[config.mk]
export PLATFORM = sky130hd
export DESIGN_NAME = upe_protocol_engine
export DESIGN_NICKNAME = d
export VERILOG_FILES = /design/src/verilog/upe_pkg.sv /design/src/verilog/upe_protocol_engine.sv /design/src/verilog/upe_skid_buf.sv /design/src/verilog/upe_status_enc.sv
export SDC_FILE = /design/constraint.sdc
export NUM_CORES = 1
export LEC_CHECK = 0
export BUFFER_PORTS_ARGS = -buffer_cell sky130_fd_sc_hd__buf_2
export CAP_MARGIN = 10
export CORE_AREA = 2 2 117 119
export DETAILED_ROUTE_END_ITERATION = 8
export DIE_AREA = 0 0 119 121
export SYNTH_ARGS = -nofsm -noshare
export SYNTH_HDL_FRONTEND = slang
export SYNTH_SLANG_ARGS = --single-unit
[constraint.sdc]
create_clock -name CLK_IN -period 5.6 [get_ports CLK_IN]
set_input_delay 0.28 -clock CLK_IN [delete_from_list [all_inputs] [get_ports CLK_IN]]
set_output_delay 0.28 -clock CLK_IN [all_outputs]
set_load 0.02 [all_outputs]
[src/verilog/upe_pkg.sv]
// Package with ULPI command encodings, status byte fields and transmitter constants
package upe_pkg;
  localparam logic [1:0] UPE_CMD_SPECIAL = 2'h0;
  localparam logic [1:0] UPE_CMD_TRANSMIT = 2'h1;
  localparam logic [1:0] UPE_CMD_REG_WRITE = 2'h2;
  localparam logic [1:0] UPE_CMD_REG_READ = 2'h3;
  localparam logic [7:0] UPE_IDLE = 8'h00;
  localparam int UPE_CMD_HI = 7;
  localparam int UPE_CMD_LO = 6;
  localparam int UPE_ADDR_HI = 5;
  localparam int UPE_PID_HI = 3;
  localparam logic [3:0] UPE_PID_SOF = 4'h5;
  localparam logic [1:0] UPE_OPMODE_CHIRP = 2'h2;
  localparam logic [1:0] UPE_VB_BELOW_END = 2'h0;
  localparam logic [1:0] UPE_VB_BETWEEN = 2'h1;
  localparam logic [1:0] UPE_VB_SESS = 2'h2;
  localparam logic [1:0] UPE_VB_VALID = 2'h3;
  localparam logic [1:0] UPE_RX_NONE = 2'h0;
  localparam logic [1:0] UPE_RX_ACTIVE = 2'h1;
  localparam logic [1:0] UPE_RX_ERROR = 2'h3;
  localparam logic [1:0] UPE_RX_HOSTDISC = 2'h2;
  localparam logic UPE_STATUS_RSVD = 1'b0;
  localparam int UPE_HS_SYNC_BITS = 32;
  localparam int UPE_FLS_SYNC_BITS = 8;
  localparam int UPE_LONG_EOP_BITS = 40;
  localparam int UPE_EOP_BITS = 8;
  localparam int UPE_ADDR_W = 6;
  typedef enum logic [2:0] {
    UPE_S_IDLE, UPE_S_WR_DATA, UPE_S_WR_STOP, UPE_S_RD_TURN,
    UPE_S_RD_DATA, UPE_S_RD_BACK, UPE_S_TX, UPE_S_RX
  } upe_state_t;
endpackage

[src/verilog/upe_protocol_engine.sv]
// ULPI PHY-side protocol engine: register access, status bytes, transmit framing
// Functional notes
// - Device raises NXT on write command; link puts data next edge.
// - Link gives idle and STP; device latches data and drops NXT.
// - DIR stays low through write; value committed after STP falls.
// - Device takes read command with NXT, then raises DIR, drops NXT.
// - After turnaround device drives register value one cycle, then lowers DIR.
// - Status byte sent at once on line state change while DIR low.
// - VBUS or ID comparator change sends a status byte.
// - During receive: status with NXT low, data with NXT high.
// - During transmit, status bytes only after link's STP.
// - Status bits one and zero carry line state.
// - Status bits three, two encode VBUS level.
// - Status bits five, four encode receive events.
// - Status bit six carries ID pin level.
// - Sync is 32 bits for high speed, 8 bits otherwise.
// - Chirp opmode turns off bit stuffing and NRZI.
// - High-speed host appends 40-bit EOP after SOF PID.
// - Long EOP only with both pulldowns set; never in device mode.
// - Transmit ends on STP with NXT high; STP never with NXT low.
`timescale 1ns/1ps
`default_nettype none
module upe_protocol_engine
  import upe_pkg::*;
(
  input wire logic CLK_IN,
  input wire logic RST_IN,
  // ULPI bus
  input wire logic [7:0] DATA_IN,
  output logic [7:0] DATA_OUT,
  output logic DATA_OE_OUT,
  output logic DIR_OUT,
  output logic NXT_OUT,
  input wire logic STP_IN,
  // Register file side
  output logic REG_WR_OUT,
  output logic [5:0] REG_ADDR_OUT,
  output logic [7:0] REG_WDATA_OUT,
  input wire logic [7:0] REG_RDATA_IN,
  // Analog status
  input wire logic [1:0] LINE_STATE_IN,
  input wire logic SESS_END_IN,
  input wire logic SESS_VALID_IN,
  input wire logic VBUS_VALID_IN,
  input wire logic ID_IN,
  input wire logic HOST_DISC_IN,
  // Receiver stream
  input wire logic RX_ACTIVE_IN,
  input wire logic RX_ERROR_IN,
  input wire logic RX_VALID_IN,
  input wire logic [7:0] RX_DATA_IN,
  output logic RX_READY_OUT,
  // Transmitter configuration
  input wire logic HS_MODE_IN,
  input wire logic [1:0] OPMODE_IN,
  input wire logic DP_PULLDOWN_IN,
  input wire logic DM_PULLDOWN_IN,
  // Transmitter stream
  output logic TX_START_OUT,
  output logic [3:0] TX_PID_OUT,
  output logic [5:0] TX_SYNC_BITS_OUT,
  output logic TX_STUFF_EN_OUT,
  output logic TX_NRZI_EN_OUT,
  output logic TX_VALID_OUT,
  output logic [7:0] TX_DATA_OUT,
  input wire logic TX_READY_IN,
  output logic TX_END_OUT,
  output logic [5:0] TX_EOP_BITS_OUT,
  input wire logic TX_BUSY_IN
);
  upe_state_t state_ff;
  upe_state_t nxt_state;
  logic [7:0] status;
  logic [7:0] last_status_ff;
  logic status_change;
  logic [5:0] addr_ff;
  logic [7:0] wdata_ff;
  logic [7:0] rd_ff;
  logic [3:0] pid_ff;
  logic pend_status_ff;
  logic rxb_valid;
  logic [7:0] rxb_data;
  logic rxb_pop;
  logic rx_in_ready;
  logic rx_push;
  logic [1:0] cmd;

  // While we own the bus the link is not driving, so decode must see idle
  assign cmd = DIR_OUT ? UPE_CMD_SPECIAL : DATA_IN[UPE_CMD_HI:UPE_CMD_LO];

  upe_status_enc u_enc (
    .line_state_in(LINE_STATE_IN),
    .sess_end_in(SESS_END_IN),
    .sess_valid_in(SESS_VALID_IN),
    .vbus_valid_in(VBUS_VALID_IN),
    .rx_active_in(RX_ACTIVE_IN),
    .rx_error_in(RX_ERROR_IN),
    .host_disc_in(HOST_DISC_IN),
    .id_in(ID_IN),
    .status_out(status)
  );

  // Buffer absorbs receive bytes while the bus is busy with status
  upe_skid_buf #(.WIDTH(8)) u_rxbuf (
    .clk_in(CLK_IN),
    .rst_in(RST_IN),
    .in_valid_in(rx_push),
    .in_ready_out(rx_in_ready),
    .in_data_in(RX_DATA_IN),
    .out_valid_out(rxb_valid),
    .out_ready_in(rxb_pop),
    .out_data_out(rxb_data)
  );

  // Any field change, line, VBUS, ID or event, needs a fresh status byte
  assign status_change = (status != last_status_ff);

  // Receive bytes leave the buffer only in data cycles
  assign rxb_pop = (state_ff == UPE_S_RX) && rxb_valid && !pend_status_ff;

  // Source only hands over when it saw our registered ready
  assign rx_push = RX_VALID_IN && RX_READY_OUT;

  // Command decode and sequencing
  always_comb
  begin
    nxt_state = state_ff;
    case (state_ff)
      UPE_S_IDLE:
      begin
        if (RX_ACTIVE_IN)
          nxt_state = UPE_S_RX;
        else if (cmd == UPE_CMD_REG_WRITE)
          nxt_state = UPE_S_WR_DATA;
        else if (cmd == UPE_CMD_REG_READ)
          nxt_state = UPE_S_RD_TURN;
        else if (cmd == UPE_CMD_TRANSMIT)
          nxt_state = UPE_S_TX;
      end
      UPE_S_WR_DATA:
        if (STP_IN)
          nxt_state = UPE_S_WR_STOP;
      UPE_S_WR_STOP:
        nxt_state = UPE_S_IDLE;
      UPE_S_RD_TURN:
        nxt_state = UPE_S_RD_DATA;
      UPE_S_RD_DATA:
        nxt_state = UPE_S_RD_BACK;
      UPE_S_RD_BACK:
        nxt_state = UPE_S_IDLE;
      UPE_S_TX:
        if (STP_IN && NXT_OUT)
          nxt_state = UPE_S_IDLE;
      UPE_S_RX:
        if (!RX_ACTIVE_IN && !rxb_valid && !pend_status_ff)
          nxt_state = UPE_S_IDLE;
      default:
        nxt_state = UPE_S_IDLE;
    endcase
  end

  // State register
  always_ff @(posedge CLK_IN)
  begin
    if (RST_IN)
      state_ff <= UPE_S_IDLE;
    else
      state_ff <= nxt_state;
  end

  // Command capture
  always_ff @(posedge CLK_IN)
  begin
    if (RST_IN)
    begin
      addr_ff <= 6'h00;
      wdata_ff <= 8'h00;
      pid_ff <= 4'h0;
      rd_ff <= 8'h00;
    end
    else
    begin
      if (state_ff == UPE_S_IDLE && cmd != UPE_CMD_SPECIAL)
      begin
        addr_ff <= DATA_IN[UPE_ADDR_HI:0];
        pid_ff <= DATA_IN[UPE_PID_HI:0];
      end
      if (state_ff == UPE_S_WR_DATA && !STP_IN)
        wdata_ff <= DATA_IN;
      if (state_ff == UPE_S_RD_TURN)
        rd_ff <= REG_RDATA_IN;
    end
  end

  // Register-file strobe lands when STP has dropped
  always_ff @(posedge CLK_IN)
  begin
    if (RST_IN)
    begin
      REG_WR_OUT <= 1'b0;
      REG_ADDR_OUT <= 6'h00;
      REG_WDATA_OUT <= 8'h00;
    end
    else
    begin
      REG_WR_OUT <= (state_ff == UPE_S_WR_STOP) && !STP_IN;
      REG_ADDR_OUT <= (state_ff == UPE_S_IDLE) ? DATA_IN[UPE_ADDR_HI:0] : addr_ff;
      REG_WDATA_OUT <= wdata_ff;
    end
  end

  // Status pending: hardware set beats the clear when sent
  always_ff @(posedge CLK_IN)
  begin
    if (RST_IN)
    begin
      pend_status_ff <= 1'b0;
      last_status_ff <= 8'h00;
    end
    else
    begin
      last_status_ff <= status;
      if (status_change)
        pend_status_ff <= 1'b1;
      else if (state_ff == UPE_S_TX && nxt_state == UPE_S_IDLE)
        pend_status_ff <= 1'b1;
      else if (DIR_OUT && !NXT_OUT && DATA_OE_OUT && (state_ff == UPE_S_IDLE || state_ff == UPE_S_RX))
        pend_status_ff <= 1'b0;
    end
  end

  // Bus drive: DIR, NXT and DATA; a status byte only goes out with the bus owned
  always_ff @(posedge CLK_IN)
  begin
    if (RST_IN)
    begin
      DIR_OUT <= 1'b0;
      NXT_OUT <= 1'b0;
      DATA_OUT <= 8'h00;
      DATA_OE_OUT <= 1'b0;
    end
    else
    begin
      DIR_OUT <= 1'b0;
      NXT_OUT <= 1'b0;
      DATA_OE_OUT <= 1'b0;
      DATA_OUT <= UPE_IDLE;
      case (nxt_state)
        UPE_S_WR_DATA, UPE_S_WR_STOP:
          NXT_OUT <= (nxt_state == UPE_S_WR_DATA);
        UPE_S_RD_TURN:
          NXT_OUT <= 1'b1;
        UPE_S_RD_DATA:
          DIR_OUT <= 1'b1;
        UPE_S_RD_BACK:
        begin
          DIR_OUT <= 1'b1;
          DATA_OE_OUT <= 1'b1;
          DATA_OUT <= rd_ff;
        end
        UPE_S_TX:
          NXT_OUT <= TX_READY_IN;
        UPE_S_RX:
        begin
          DIR_OUT <= 1'b1;
          DATA_OE_OUT <= DIR_OUT;
          if (pend_status_ff || !rxb_valid)
            DATA_OUT <= status;
          else
          begin
            NXT_OUT <= DIR_OUT;
            DATA_OUT <= rxb_data;
          end
        end
        UPE_S_IDLE:
          if (state_ff == UPE_S_IDLE && (pend_status_ff || status_change) && cmd == UPE_CMD_SPECIAL)
          begin
            DIR_OUT <= 1'b1;
            DATA_OE_OUT <= DIR_OUT;
            DATA_OUT <= status;
          end
        default:
          DIR_OUT <= 1'b0;
      endcase
    end
  end

  // Ready is registered, so it drops after an unpopped push; costs rate, never a byte
  always_ff @(posedge CLK_IN)
  begin
    if (RST_IN)
      RX_READY_OUT <= 1'b0;
    else
      RX_READY_OUT <= rx_in_ready && !(rx_push && !rxb_pop);
  end

  // Transmitter framing, chirp and long EOP
  always_ff @(posedge CLK_IN)
  begin
    if (RST_IN)
    begin
      TX_START_OUT <= 1'b0;
      TX_PID_OUT <= 4'h0;
      TX_SYNC_BITS_OUT <= 6'h00;
      TX_STUFF_EN_OUT <= 1'b1;
      TX_NRZI_EN_OUT <= 1'b1;
      TX_VALID_OUT <= 1'b0;
      TX_DATA_OUT <= 8'h00;
      TX_END_OUT <= 1'b0;
      TX_EOP_BITS_OUT <= 6'h00;
    end
    else
    begin
      TX_START_OUT <= (state_ff == UPE_S_IDLE) && (nxt_state == UPE_S_TX);
      if (state_ff == UPE_S_IDLE && nxt_state == UPE_S_TX)
        TX_PID_OUT <= DATA_IN[UPE_PID_HI:0];
      TX_SYNC_BITS_OUT <= HS_MODE_IN ? 6'(UPE_HS_SYNC_BITS) : 6'(UPE_FLS_SYNC_BITS);
      TX_STUFF_EN_OUT <= (OPMODE_IN != UPE_OPMODE_CHIRP);
      TX_NRZI_EN_OUT <= (OPMODE_IN != UPE_OPMODE_CHIRP);
      TX_VALID_OUT <= (state_ff == UPE_S_TX) && NXT_OUT && !STP_IN && !TX_START_OUT; // Command cycle is no payload
      TX_DATA_OUT <= DATA_IN;
      TX_END_OUT <= (state_ff == UPE_S_TX) && STP_IN && NXT_OUT;
      if (HS_MODE_IN && DP_PULLDOWN_IN && DM_PULLDOWN_IN && pid_ff == UPE_PID_SOF)
        TX_EOP_BITS_OUT <= 6'(UPE_LONG_EOP_BITS);
      else
        TX_EOP_BITS_OUT <= 6'(UPE_EOP_BITS);
    end
  end
endmodule
`default_nettype wire

[src/verilog/upe_skid_buf.sv]
// Two-entry buffer with valid and ready on both sides
`timescale 1ns/1ps
`default_nettype none
module upe_skid_buf #(
  parameter int WIDTH = 8
) (
  input wire logic clk_in,
  input wire logic rst_in,
  input wire logic in_valid_in,
  output logic in_ready_out,
  input wire logic [WIDTH-1:0] in_data_in,
  output logic out_valid_out,
  input wire logic out_ready_in,
  output logic [WIDTH-1:0] out_data_out
);
  logic [WIDTH-1:0] mem_ff [2];
  logic rd_ptr_ff;
  logic wr_ptr_ff;
  logic [1:0] count_ff;
  logic push;
  logic pop;

  assign push = in_valid_in && (count_ff != 2'h2);
  assign pop = out_valid_out && out_ready_in;
  assign in_ready_out = (count_ff != 2'h2);
  assign out_valid_out = (count_ff != 2'h0);
  assign out_data_out = mem_ff[rd_ptr_ff];

  // Storage write
  always_ff @(posedge clk_in)
  begin
    if (push)
      mem_ff[wr_ptr_ff] <= in_data_in;
  end

  // Pointers and fill level
  always_ff @(posedge clk_in)
  begin
    if (rst_in)
    begin
      rd_ptr_ff <= 1'b0;
      wr_ptr_ff <= 1'b0;
      count_ff <= 2'h0;
    end
    else
    begin
      if (push)
        wr_ptr_ff <= ~wr_ptr_ff;
      if (pop)
        rd_ptr_ff <= ~rd_ptr_ff;
      count_ff <= count_ff + {1'b0, push} - {1'b0, pop};
    end
  end
endmodule
`default_nettype wire

[src/verilog/upe_status_enc.sv]
// Combinational encoder for the receive-command status byte
`timescale 1ns/1ps
`default_nettype none
module upe_status_enc
  import upe_pkg::*;
(
  input wire logic [1:0] line_state_in,
  input wire logic sess_end_in,
  input wire logic sess_valid_in,
  input wire logic vbus_valid_in,
  input wire logic rx_active_in,
  input wire logic rx_error_in,
  input wire logic host_disc_in,
  input wire logic id_in,
  output logic [7:0] status_out
);
  logic [1:0] vbus_code;
  logic [1:0] rx_code;

  // Comparator ladder, highest threshold wins
  always_comb
  begin
    if (vbus_valid_in)
      vbus_code = UPE_VB_VALID;
    else if (sess_valid_in)
      vbus_code = UPE_VB_SESS;
    else if (sess_end_in)
      vbus_code = UPE_VB_BELOW_END;
    else
      vbus_code = UPE_VB_BETWEEN;
  end

  // Disconnect outranks receive activity
  always_comb
  begin
    if (host_disc_in)
      rx_code = UPE_RX_HOSTDISC;
    else if (rx_active_in && rx_error_in)
      rx_code = UPE_RX_ERROR;
    else if (rx_active_in)
      rx_code = UPE_RX_ACTIVE;
    else
      rx_code = UPE_RX_NONE;
  end

  // Byte assembly
  assign status_out = {UPE_STATUS_RSVD, id_in, rx_code, vbus_code, line_state_in};
endmodule
`default_nettype wire
==> results of run 1 <==
[critical path: cells and delay by family, from the launching register on]
family | cells | cell delay (ns)
AOI/OAI and AO/OA | 3 | 0.59
DFF | 1 | 0.65
and+or+nand+nor | 3 | 1.01
[layout make-up]
type | count | area, um2 | share of cell area, %
well taps | 176 | 220 | 4.57
inverters | 7 | 26.3 | 0.545
flip-flops and latches | 101 | 2180 | 45.3
clock inverters | 4 | 30.0 | 0.623
clock buffers | 12 | 256 | 5.32
repair buffers | 91 | 458 | 9.51
multi-input cells | 266 | 1640 | 34.1
[flip-flops by register name, indices dropped and copies added (netlist names), 4 cells and up, named ones only]
signal	count
DATA_OUT	8
REG_ADDR_OUT	6
REG_WDATA_OUT	8
TX_DATA_OUT	8
TX_PID_OUT	4
addr_ff	6
last_status_ff	7
rd_ff	8
u_rxbuf.mem_ff	16
wdata_ff	8
[cell families after synthesis]
logic type | after synthesis
buffers and inverters | 33
AOI/OAI and AO/OA | 65
xor gates and xnor gates | 11
and+or+nand+nor | 152
other | 1
DFF | 101
muxes | 28
adders and majority gates | 2
[layer usage]
metal / GRT usage, % / wire length, um
met5: 0 / 0
met4: 4.91 / 110
met3: 3.57 / 520
met2: 19.6 / 4080
met1: 17.0 / 4180
[Yosys cell counts (2+ instances only)]
master,number
mux2_2,3
nor4bb_1,2
inv_1,5
o21ai_1,4
nand2_1,47
edfxtp_1,16
o21bai_1,2
nor3_1,7
nor2_1,47
xor2_1,2
ha_1,2
o21a_1,2
a21boi_0,6
nor4_1,2
buf_2,4
nand3_1,3
dfxtp_1,85
nor2b_1,22
a2111oi_0,3
a21oi_1,24
nand3b_1,3
buf_4,10
clkbuf_1,11
nand2b_1,5
nor2_2,2
and2_1,3
xnor2_1,9
o21ai_0,10
inv_2,2
o211ai_1,2
mux2i_1,25
[worst max path at each step]
| stage | from | endpoint | slack [ns] | cells past startpoint |
|---|---|---|---|---|
| CTS | state_ff[0]$_SDFF_PP0_ | DATA_OUT[5]$_SDFF_PP0_ | 3.29 | 6 |
| detailed placement | state_ff[0]$_SDFF_PP0_ | u_rxbuf.count_ff[1]$_SDFF_PP0_ | 3.32 | 8 |
| global route | state_ff[0]$_SDFF_PP0_ | DATA_OUT[5]$_SDFF_PP0_ | 3.00 | 6 |
| global placement | state_ff[0]$_SDFF_PP0_ | u_rxbuf.count_ff[1]$_SDFF_PP0_ | 3.35 | 8 |
| floorplan | pend_status_ff$_SDFFE_PP0P_ | u_rxbuf.count_ff[1]$_SDFF_PP0_ | 3.50 | 10 |
| finish | state_ff[0]$_SDFF_PP0_ | DATA_OUT[5]$_SDFF_PP0_ | 3.27 | 6 |
[power groups by stage]
stage | combinational [mW] | clock (mW) | sequential, mW
floorplan | 0.314 | 0 | 0.895
global placement | 0.451 | 0 | 0.879
detailed placement | 0.459 | 0 | 0.883
CTS | 0.461 | 0.613 | 0.867
global route | 0.505 | 0.648 | 0.878
finish | 0.459 | 0.594 | 0.867
==> reports/results.tsv, run 1 <==
metric	value	unit
ys_seq_elements	101	
peakVddDrop	0.000189	V
holdCritStartpoint	HS_MODE_IN	
hold_violations	0	
synthMuxAreaShare	7.16	%
setup_tns	0	ns
synthAdderAreaFrac	0.631	%
syn_avg_cell_area	10.1	um2
rrSetupSlack	3.27	ns
power.internal	1.30	mW
synth-xor-area-share	2.43	%
synthFlopType	dfxtp_1	
crit_fanout	17	
fin_crit_sh	41.7	%
preCtsSetupSlack	3.32	ns
p_switching	623	uW
hold_ws	0.0974	ns
final_cell_area	4820	um2
final_cell_mix	90 x buf_2, 85 x dfxtp_1, 47 x nand2_1, 47 x nor2_1, 25 x mux2i_1	
placed_area	4530	um2
cts_setup_buffers	0	
grt_overflow_total	0	
ant_nets	0	
synthArstFlopShare	0	%
drive_gt1_share	25.6	%
holdBufCountCts	0	
drt_iter0_drc	164	
route.detailed.drc	0	
netlist-cell-type-count	54	
hpwl	6.38	mm
cap_violations	0	
antenna_cells	0	
setup_violations	0	
seq_power_share	45.2	%
cts_buffers	9	
port_buffers	90	
startpoint_type	flop	
worst_slack	3.27	ns
final_max_slew_viol_count	0	
outcome	complete, no violations	
holdPathEnd	TX_SYNC_BITS_OUT[3]$_SDFF_PP0_	
fillers	1342	
max_freq	0.428	GHz
powerDensity	399	nW/um2
crit_path_top_delay_cell	dfxtp_1	
synth.area.top_cells	dfxtp_1 43%, edfxtp_1 12%, mux2i_1 6.3%	
clockBufferDepth	2	
combinationalPowerShare	23.9	%
rows	42	
synth_compound_area_share	11.4	%
io-pin-count	100	
syn_to_final_growth	21.5	%
routedWlPerCell	13.5	um
fin_cells	657	
grt_pass1_wl	14.2	mm
first_global_vias	2802	
r2r_start	state_ff[0]$_SDFF_PP0_	
crit_required	5.86	ns
worstMarginPinSlew	1.13	ns
track_usage	12.7	%
ctsResizeCount	0	
die-height	121	um
die-area	14400	um2
critPathMostFrequentCell	nor2_1	
cts_sinks	101	
crit_chain	nand3_1, nor2_1, o21ai_1, nor2_1, o21ai_0, a21oi_1	
clock_skew	0.00431	ns
fin_nets	522	
chipWidth	119	um
synthCells	393	
grt_max_degree	77	
critPathKind	flop to flop	
min_path_type	input pin to flop	
min_period	2.33	ns
synth_top_family_by_area	simple AND/OR/NAND/NOR gates	
max_slew_margin	24.1	%
start_util	30.3	%
max_stage_delay	0.65	ns
reg2regPathDepth	6	
cts_tree	yes	
core	13100	um2
power	1.92	mW
dr_total_vias	2933	
gp_congestion	0.791	
clkLatencyLatePin	0.34	ns
synth_top_area_share	42.9	%
whs_path_depth	2	
clk_pin_slew_worst_paths	0.07	ns
root_buffer	clkbuf_16	
r2r-end	DATA_OUT[5]$_SDFF_PP0_	
cp-end-kind	flop	
routed_wirelength	8.89	mm
ys_seq_area_share	55.0	%
synth_simple_gate_area_share	19.1	%
swShare	32.4	%
antenna_found_initial	0	
leakagePower	1.98	nW
synth_edf_count	16	
ys_warn_count	0	
syn_area	3970	um2
clkPwrFrac	30.9	%
rsz0062_at_grt	false	
placed_cells	641	
final_util	36.8	%
htreeDepth	3	
firstDrtPassIters	4	
synth_area_leader_cell	dfxtp_1	
worstPathArrival	2.59	ns
via_per_inst	4.46	
final_common_cell	buf_2	
Note: power is estimated with default switching activity, not from simulation.
==> run 2, diff against run 1 <==
==> constraint.sdc (replaced) <==
create_clock -name CLK_IN -period 2.17 [get_ports CLK_IN]
set_input_delay 0.1085 -clock CLK_IN [delete_from_list [all_inputs] [get_ports CLK_IN]]
set_output_delay 0.1085 -clock CLK_IN [all_outputs]
set_load 0.02 [all_outputs]
==> run 2 against run 1 <==
Compared with the run above:
- worst hold slack worse by 0.088 ns
- register-to-register slack worse by 3.1 ns
- setup slack worse by 3.1 ns
==> reports/results.tsv, run 2 (synthesis results as in run 1) <==
metric	value	unit
clockBufferDepth	2	
final_max_slew_viol_count	0	
crit_path_top_delay_cell	dfxtp_2	
worstMarginPinSlew	0.631	ns
antenna_found_initial	0	
antenna_cells	0	
seq_power_share	43.1	%
critPathKind	flop to flop	
p_switching	1.62	mW
crit_fanout	13	
placed_cells	653	
setup_tns	0	ns
cts_sinks	101	
start_util	30.3	%
via_per_inst	4.43	
cts_buffers	9	
leakagePower	2.12	nW
min_period	1.99	ns
port_buffers	90	
die-height	121	um
placed_area	4630	um2
rows	42	
clk_pin_slew_worst_paths	0.07	ns
htreeDepth	3	
crit_required	2.44	ns
grt_max_degree	41	
cts_tree	yes	
max_freq	0.503	GHz
dr_total_vias	3037	
final_cell_area	5100	um2
final_cell_mix	90 x buf_2, 84 x dfxtp_1, 47 x nand2_1, 47 x nor2_1, 25 x mux2i_1	
crit_chain	nor4_1, o21ai_1, o21a_1, a311oi_4, buf_4, nand2b_1, a21oi_1	
gp_congestion	0.843	
setup_violations	0	
clock_skew	0.00814	ns
core	13100	um2
route.detailed.drc	0	
first_global_vias	2861	
clkPwrFrac	31.1	%
hold_violations	0	
chipWidth	119	um
rrSetupSlack	0.18	ns
syn_to_final_growth	28.7	%
worstPathArrival	2.26	ns
fin_nets	551	
max_slew_margin	57.9	%
fin_crit_sh	91.7	%
cp-end-kind	flop	
fin_cells	685	
root_buffer	clkbuf_16	
clkLatencyLatePin	0.35	ns
powerDensity	1000	nW/um2
routedWlPerCell	13.1	um
firstDrtPassIters	4	
ant_nets	0	
track_usage	12.8	%
die-area	14400	um2
top_register	u_rxbuf.mem_ff	
grt_overflow_total	0	
peakVddDrop	0.000450	V
rsz0062_at_grt	false	
io-pin-count	100	
outcome	complete, no violations	
drive_gt1_share	27.1	%
largest_register_ffs	16	
max_stage_delay	0.39	ns
grt_pass1_wl	14.2	mm
path_delay_family	compound AO/OA/AOI/OAI gates	
drt_iter0_drc	121	
hpwl	6.59	mm
combinationalPowerShare	25.8	%
startpoint_type	flop	
swShare	31.6	%
min_path_type	input pin to flop	
final_common_cell	buf_2	
routed_wirelength	8.95	mm
path_buf_inv	1	
cap_violations	0	
power.internal	3.51	mW
[run 2: changes by cell type in the layout (fill, tap and decap cells not counted), sizes merged]
cell	before	now
clkinv	1	2
clkinvlp	1	2
inv	9	7
buf	91	105
clkbuf	12	11
dlygate4sd3	0	15
[run 2: through the flow]
stage	hold WS, ns	power (mW)	utilization [%]	worst slack [ns]
after floorplan	0.181	3.12	-	0.0668
after global placement	0.276	3.52	35.4	0.201
after detailed placement	0.283	3.54	35.4	0.0776
after CTS	0.00211	5.17	38.9	0.0774
after global routing	0.0259	5.40	39.0	0.00197
final	0.00958	5.13	39.0	0.181
[run 2: worst min-delay path: cells and delay by family]
kind / cells / cell delay, ns
multiplexers: 1 / 0.05
AND/OR/NAND/NOR: 1 / 0.08
buffers and inverters: 1 / 0.08
[run 2: power by group through the flow]
| stage | sequential [mW] | clock (mW) | combinational (mW) |
|---|---|---|---|
| after floorplan | 2.31 | 0 | 0.811 |
| after detailed placement | 2.25 | 0 | 1.29 |
| after global placement | 2.24 | 0 | 1.27 |
| after CTS | 2.21 | 1.64 | 1.32 |
| after global routing | 2.23 | 1.72 | 1.45 |
| final | 2.21 | 1.60 | 1.32 |
[run 2: repair_timing]
item	in CTS	in global routing
hold endpoints to repair	22	0
gates resized for setup	0	1
hold buffers	15	0
setup endpoints to repair	0	9
buffers inserted	0	2
[run 2: layer usage]
metal,track usage (%),up-vias,wire length [um]
met3,3.95,9,448
li1,-,1548,-
met1,16.9,1407,4300
met5,0,-,0
met2,19.5,73,4100
met4,4.84,0,103
[run 2: final cells by class]
| cell class | count | area [um2] |
|---|---|---|
| timing repair buffer | 120 | 726 |
| inverter | 7 | 26.3 |
| fill | 1294 | 7980 |
| clock inverter | 4 | 28.8 |
| clock buffer | 11 | 275 |
| tap | 176 | 220 |
| sequential | 101 | 2180 |
| multi-input combinational | 266 | 1640 |
[run 2: worst paths after layout]
| path | start | end | cells after the start |
|---|---|---|---|
| worst min register to register | wdata_ff[4]$_SDFFE_PP0P_ | wdata_ff[4]$_SDFFE_PP0P_ | 2 |
| worst max register to register | state_ff[1]$_SDFF_PP0_ | DATA_OUT[5]$_SDFF_PP0_ | 7 |
| worst max-delay path | state_ff[1]$_SDFF_PP0_ | DATA_OUT[5]$_SDFF_PP0_ | 7 |
| worst min-delay path | REG_RDATA_IN[0] | rd_ff[0]$_SDFFE_PP0P_ | 3 |
==> run 3, diff against run 2 <==
==> constraint.sdc (replaced) <==
create_clock -name CLK_IN -period 2.3 [get_ports CLK_IN]
set_input_delay 0.23 -clock CLK_IN [delete_from_list [all_inputs] [get_ports CLK_IN]]
set_output_delay 0.23 -clock CLK_IN [all_outputs]
set_load 0.02 [all_outputs]
==> run 3 against run 2 <==
Compared with the run above:
- fmax is 6.4% lower
- power is 7.2% lower
- cell area is 4.0% lower
- setup slack worse by 0.0055 ns
- clock power is 8% lower
- largest cell class unchanged
==> reports/results.tsv, run 3 (synthesis results as in run 1) <==
metric	value	unit
clk_pin_slew_worst_paths	0.07	ns
final_max_slew_viol_count	0	
min_period	2.12	ns
top_register	u_rxbuf.mem_ff	
preCtsSetupSlack	0.253	ns
via_per_inst	4.53	
clkLatencyLatePin	0.35	ns
antenna_cells	0	
grt_max_degree	41	
largest_register_ffs	16	
peakVddDrop	0.000448	V
critPathKind	flop to flop	
fin_cells	667	
grt_overflow_total	0	
route.detailed.drc	0	
cts_sinks	101	
power	4.76	mW
rows	42	
drive_gt1_share	27.1	%
worstMarginPinSlew	0.685	ns
start_util	30.3	%
root_buffer	clkbuf_16	
routedWlPerCell	13.4	um
hpwl	6.56	mm
clockBufferDepth	2	
io-pin-count	100	
use_met1	17.3	%
dr_total_vias	3022	
grt_pass1_wl	14.4	mm
cap_violations	0	
final_common_cell	buf_2	
min_path_type	input pin to flop	
max_freq	0.471	GHz
worst_slack	0.175	ns
grt.met2_usage	19.9	%
cts_setup_buffers	0	
rsz0062_at_grt	false	
gp_congestion	0.848	
setup_violations	0	
clock_skew	0.00632	ns
final_cell_mix	90 x buf_2, 85 x dfxtp_1, 47 x nand2_1, 47 x nor2_1, 25 x mux2i_1	
cts_buffers	9	
outcome	complete, no violations	
powerDensity	970	nW/um2
crit_fanout	13	
final_util	37.5	%
final_cell_area	4900	um2
fin_nets	532	
ant_nets	0	
syn_to_final_growth	23.6	%
crit_required	2.52	ns
track_usage	13.0	%
leakagePower	2.04	nW
drt_iter0_drc	152	
hold_ws	0.0363	ns
cp-end-kind	flop	
port_buffers	90	
placed_area	4620	um2
top_usage_layer	met2	
met3_usage	3.90	%
cts_tree	yes	
chipWidth	119	um
startpoint_type	flop	
antenna_found_initial	0	
fin_crit_sh	92.4	%
holdBufCountCts	0	
die-area	14400	um2
firstDrtPassIters	4	
placed_cells	651	
core	13100	um2
fillers	1354	
routed_wirelength	8.91	mm
ctsResizeCount	0	
first_global_vias	2824	
hold_violations	0	
max_slew_margin	54.2	%
htreeDepth	3	
setup_tns	0	ns
worstPathArrival	2.34	ns
die-height	121	um
==> run 3: cell count changes in the layout (fill, tap and decap cells not counted) <==
cell | previous run | this run
inv_4 | 0 | 1
clkbuf_16 | 11 | 9
clkinvlp_4 | 2 | 1
dlygate4sd3_1 | 15 | 0
clkinv_2 | 1 | 0
clkbuf_1 | 0 | 1
dfxtp_2 | 1 | 0
buf_4 | 14 | 10
clkinv_4 | 1 | 0
clkbuf_8 | 0 | 1
inv_6 | 0 | 3
dfxtp_1 | 84 | 85
==> run 3: path summary, 6_finish.rpt <==
path	from	end	slack [ns]	cells after the start
max	state_ff[1]$_SDFF_PP0_	u_rxbuf.count_ff[1]$_SDFF_PP0_	0.18	8
min	HS_MODE_IN	TX_SYNC_BITS_OUT[3]$_SDFF_PP0_	0.04	2
max reg2reg	state_ff[1]$_SDFF_PP0_	u_rxbuf.count_ff[1]$_SDFF_PP0_	0.18	8
min reg2reg	wdata_ff[4]$_SDFFE_PP0P_	wdata_ff[4]$_SDFFE_PP0P_	0.45	2
==> run 3: critical path: stages, from the launching register on <==
cell     delay (ns)
dfxtp_1        0.60
nand3_1        0.28
nor2b_1        0.26
ha_1           0.26
inv_1          0.06
ha_1           0.16
xor2_1         0.19
xnor2_1        0.14
nor2_1         0.05
==> run 3: area by class of cell <==
cell class | count | area (um2) | area share, %
Tap cell | 176 | 220 | 4.49
Clock inverter | 5 | 40.0 | 0.817
Timing Repair Buffer | 101 | 546 | 11.1
Multi-Input combinational cell | 266 | 1640 | 33.5
Clock buffer | 11 | 243 | 4.95
Sequential cell | 101 | 2180 | 44.5
Inverter | 7 | 26.3 | 0.536
==> run 3: report_power, final <==
part,internal (mW),switching (mW)
Sequential,1.96,0.128
Clock,0.776,0.689
Combinational,0.454,0.745
Total,3.19,1.56
==> run 3: metal layers <==
metal,vias up,wire [um]
li1,1513,-
met1,1417,4310
met2,81,4000
met3,11,451
met4,0,141
met5,-,0
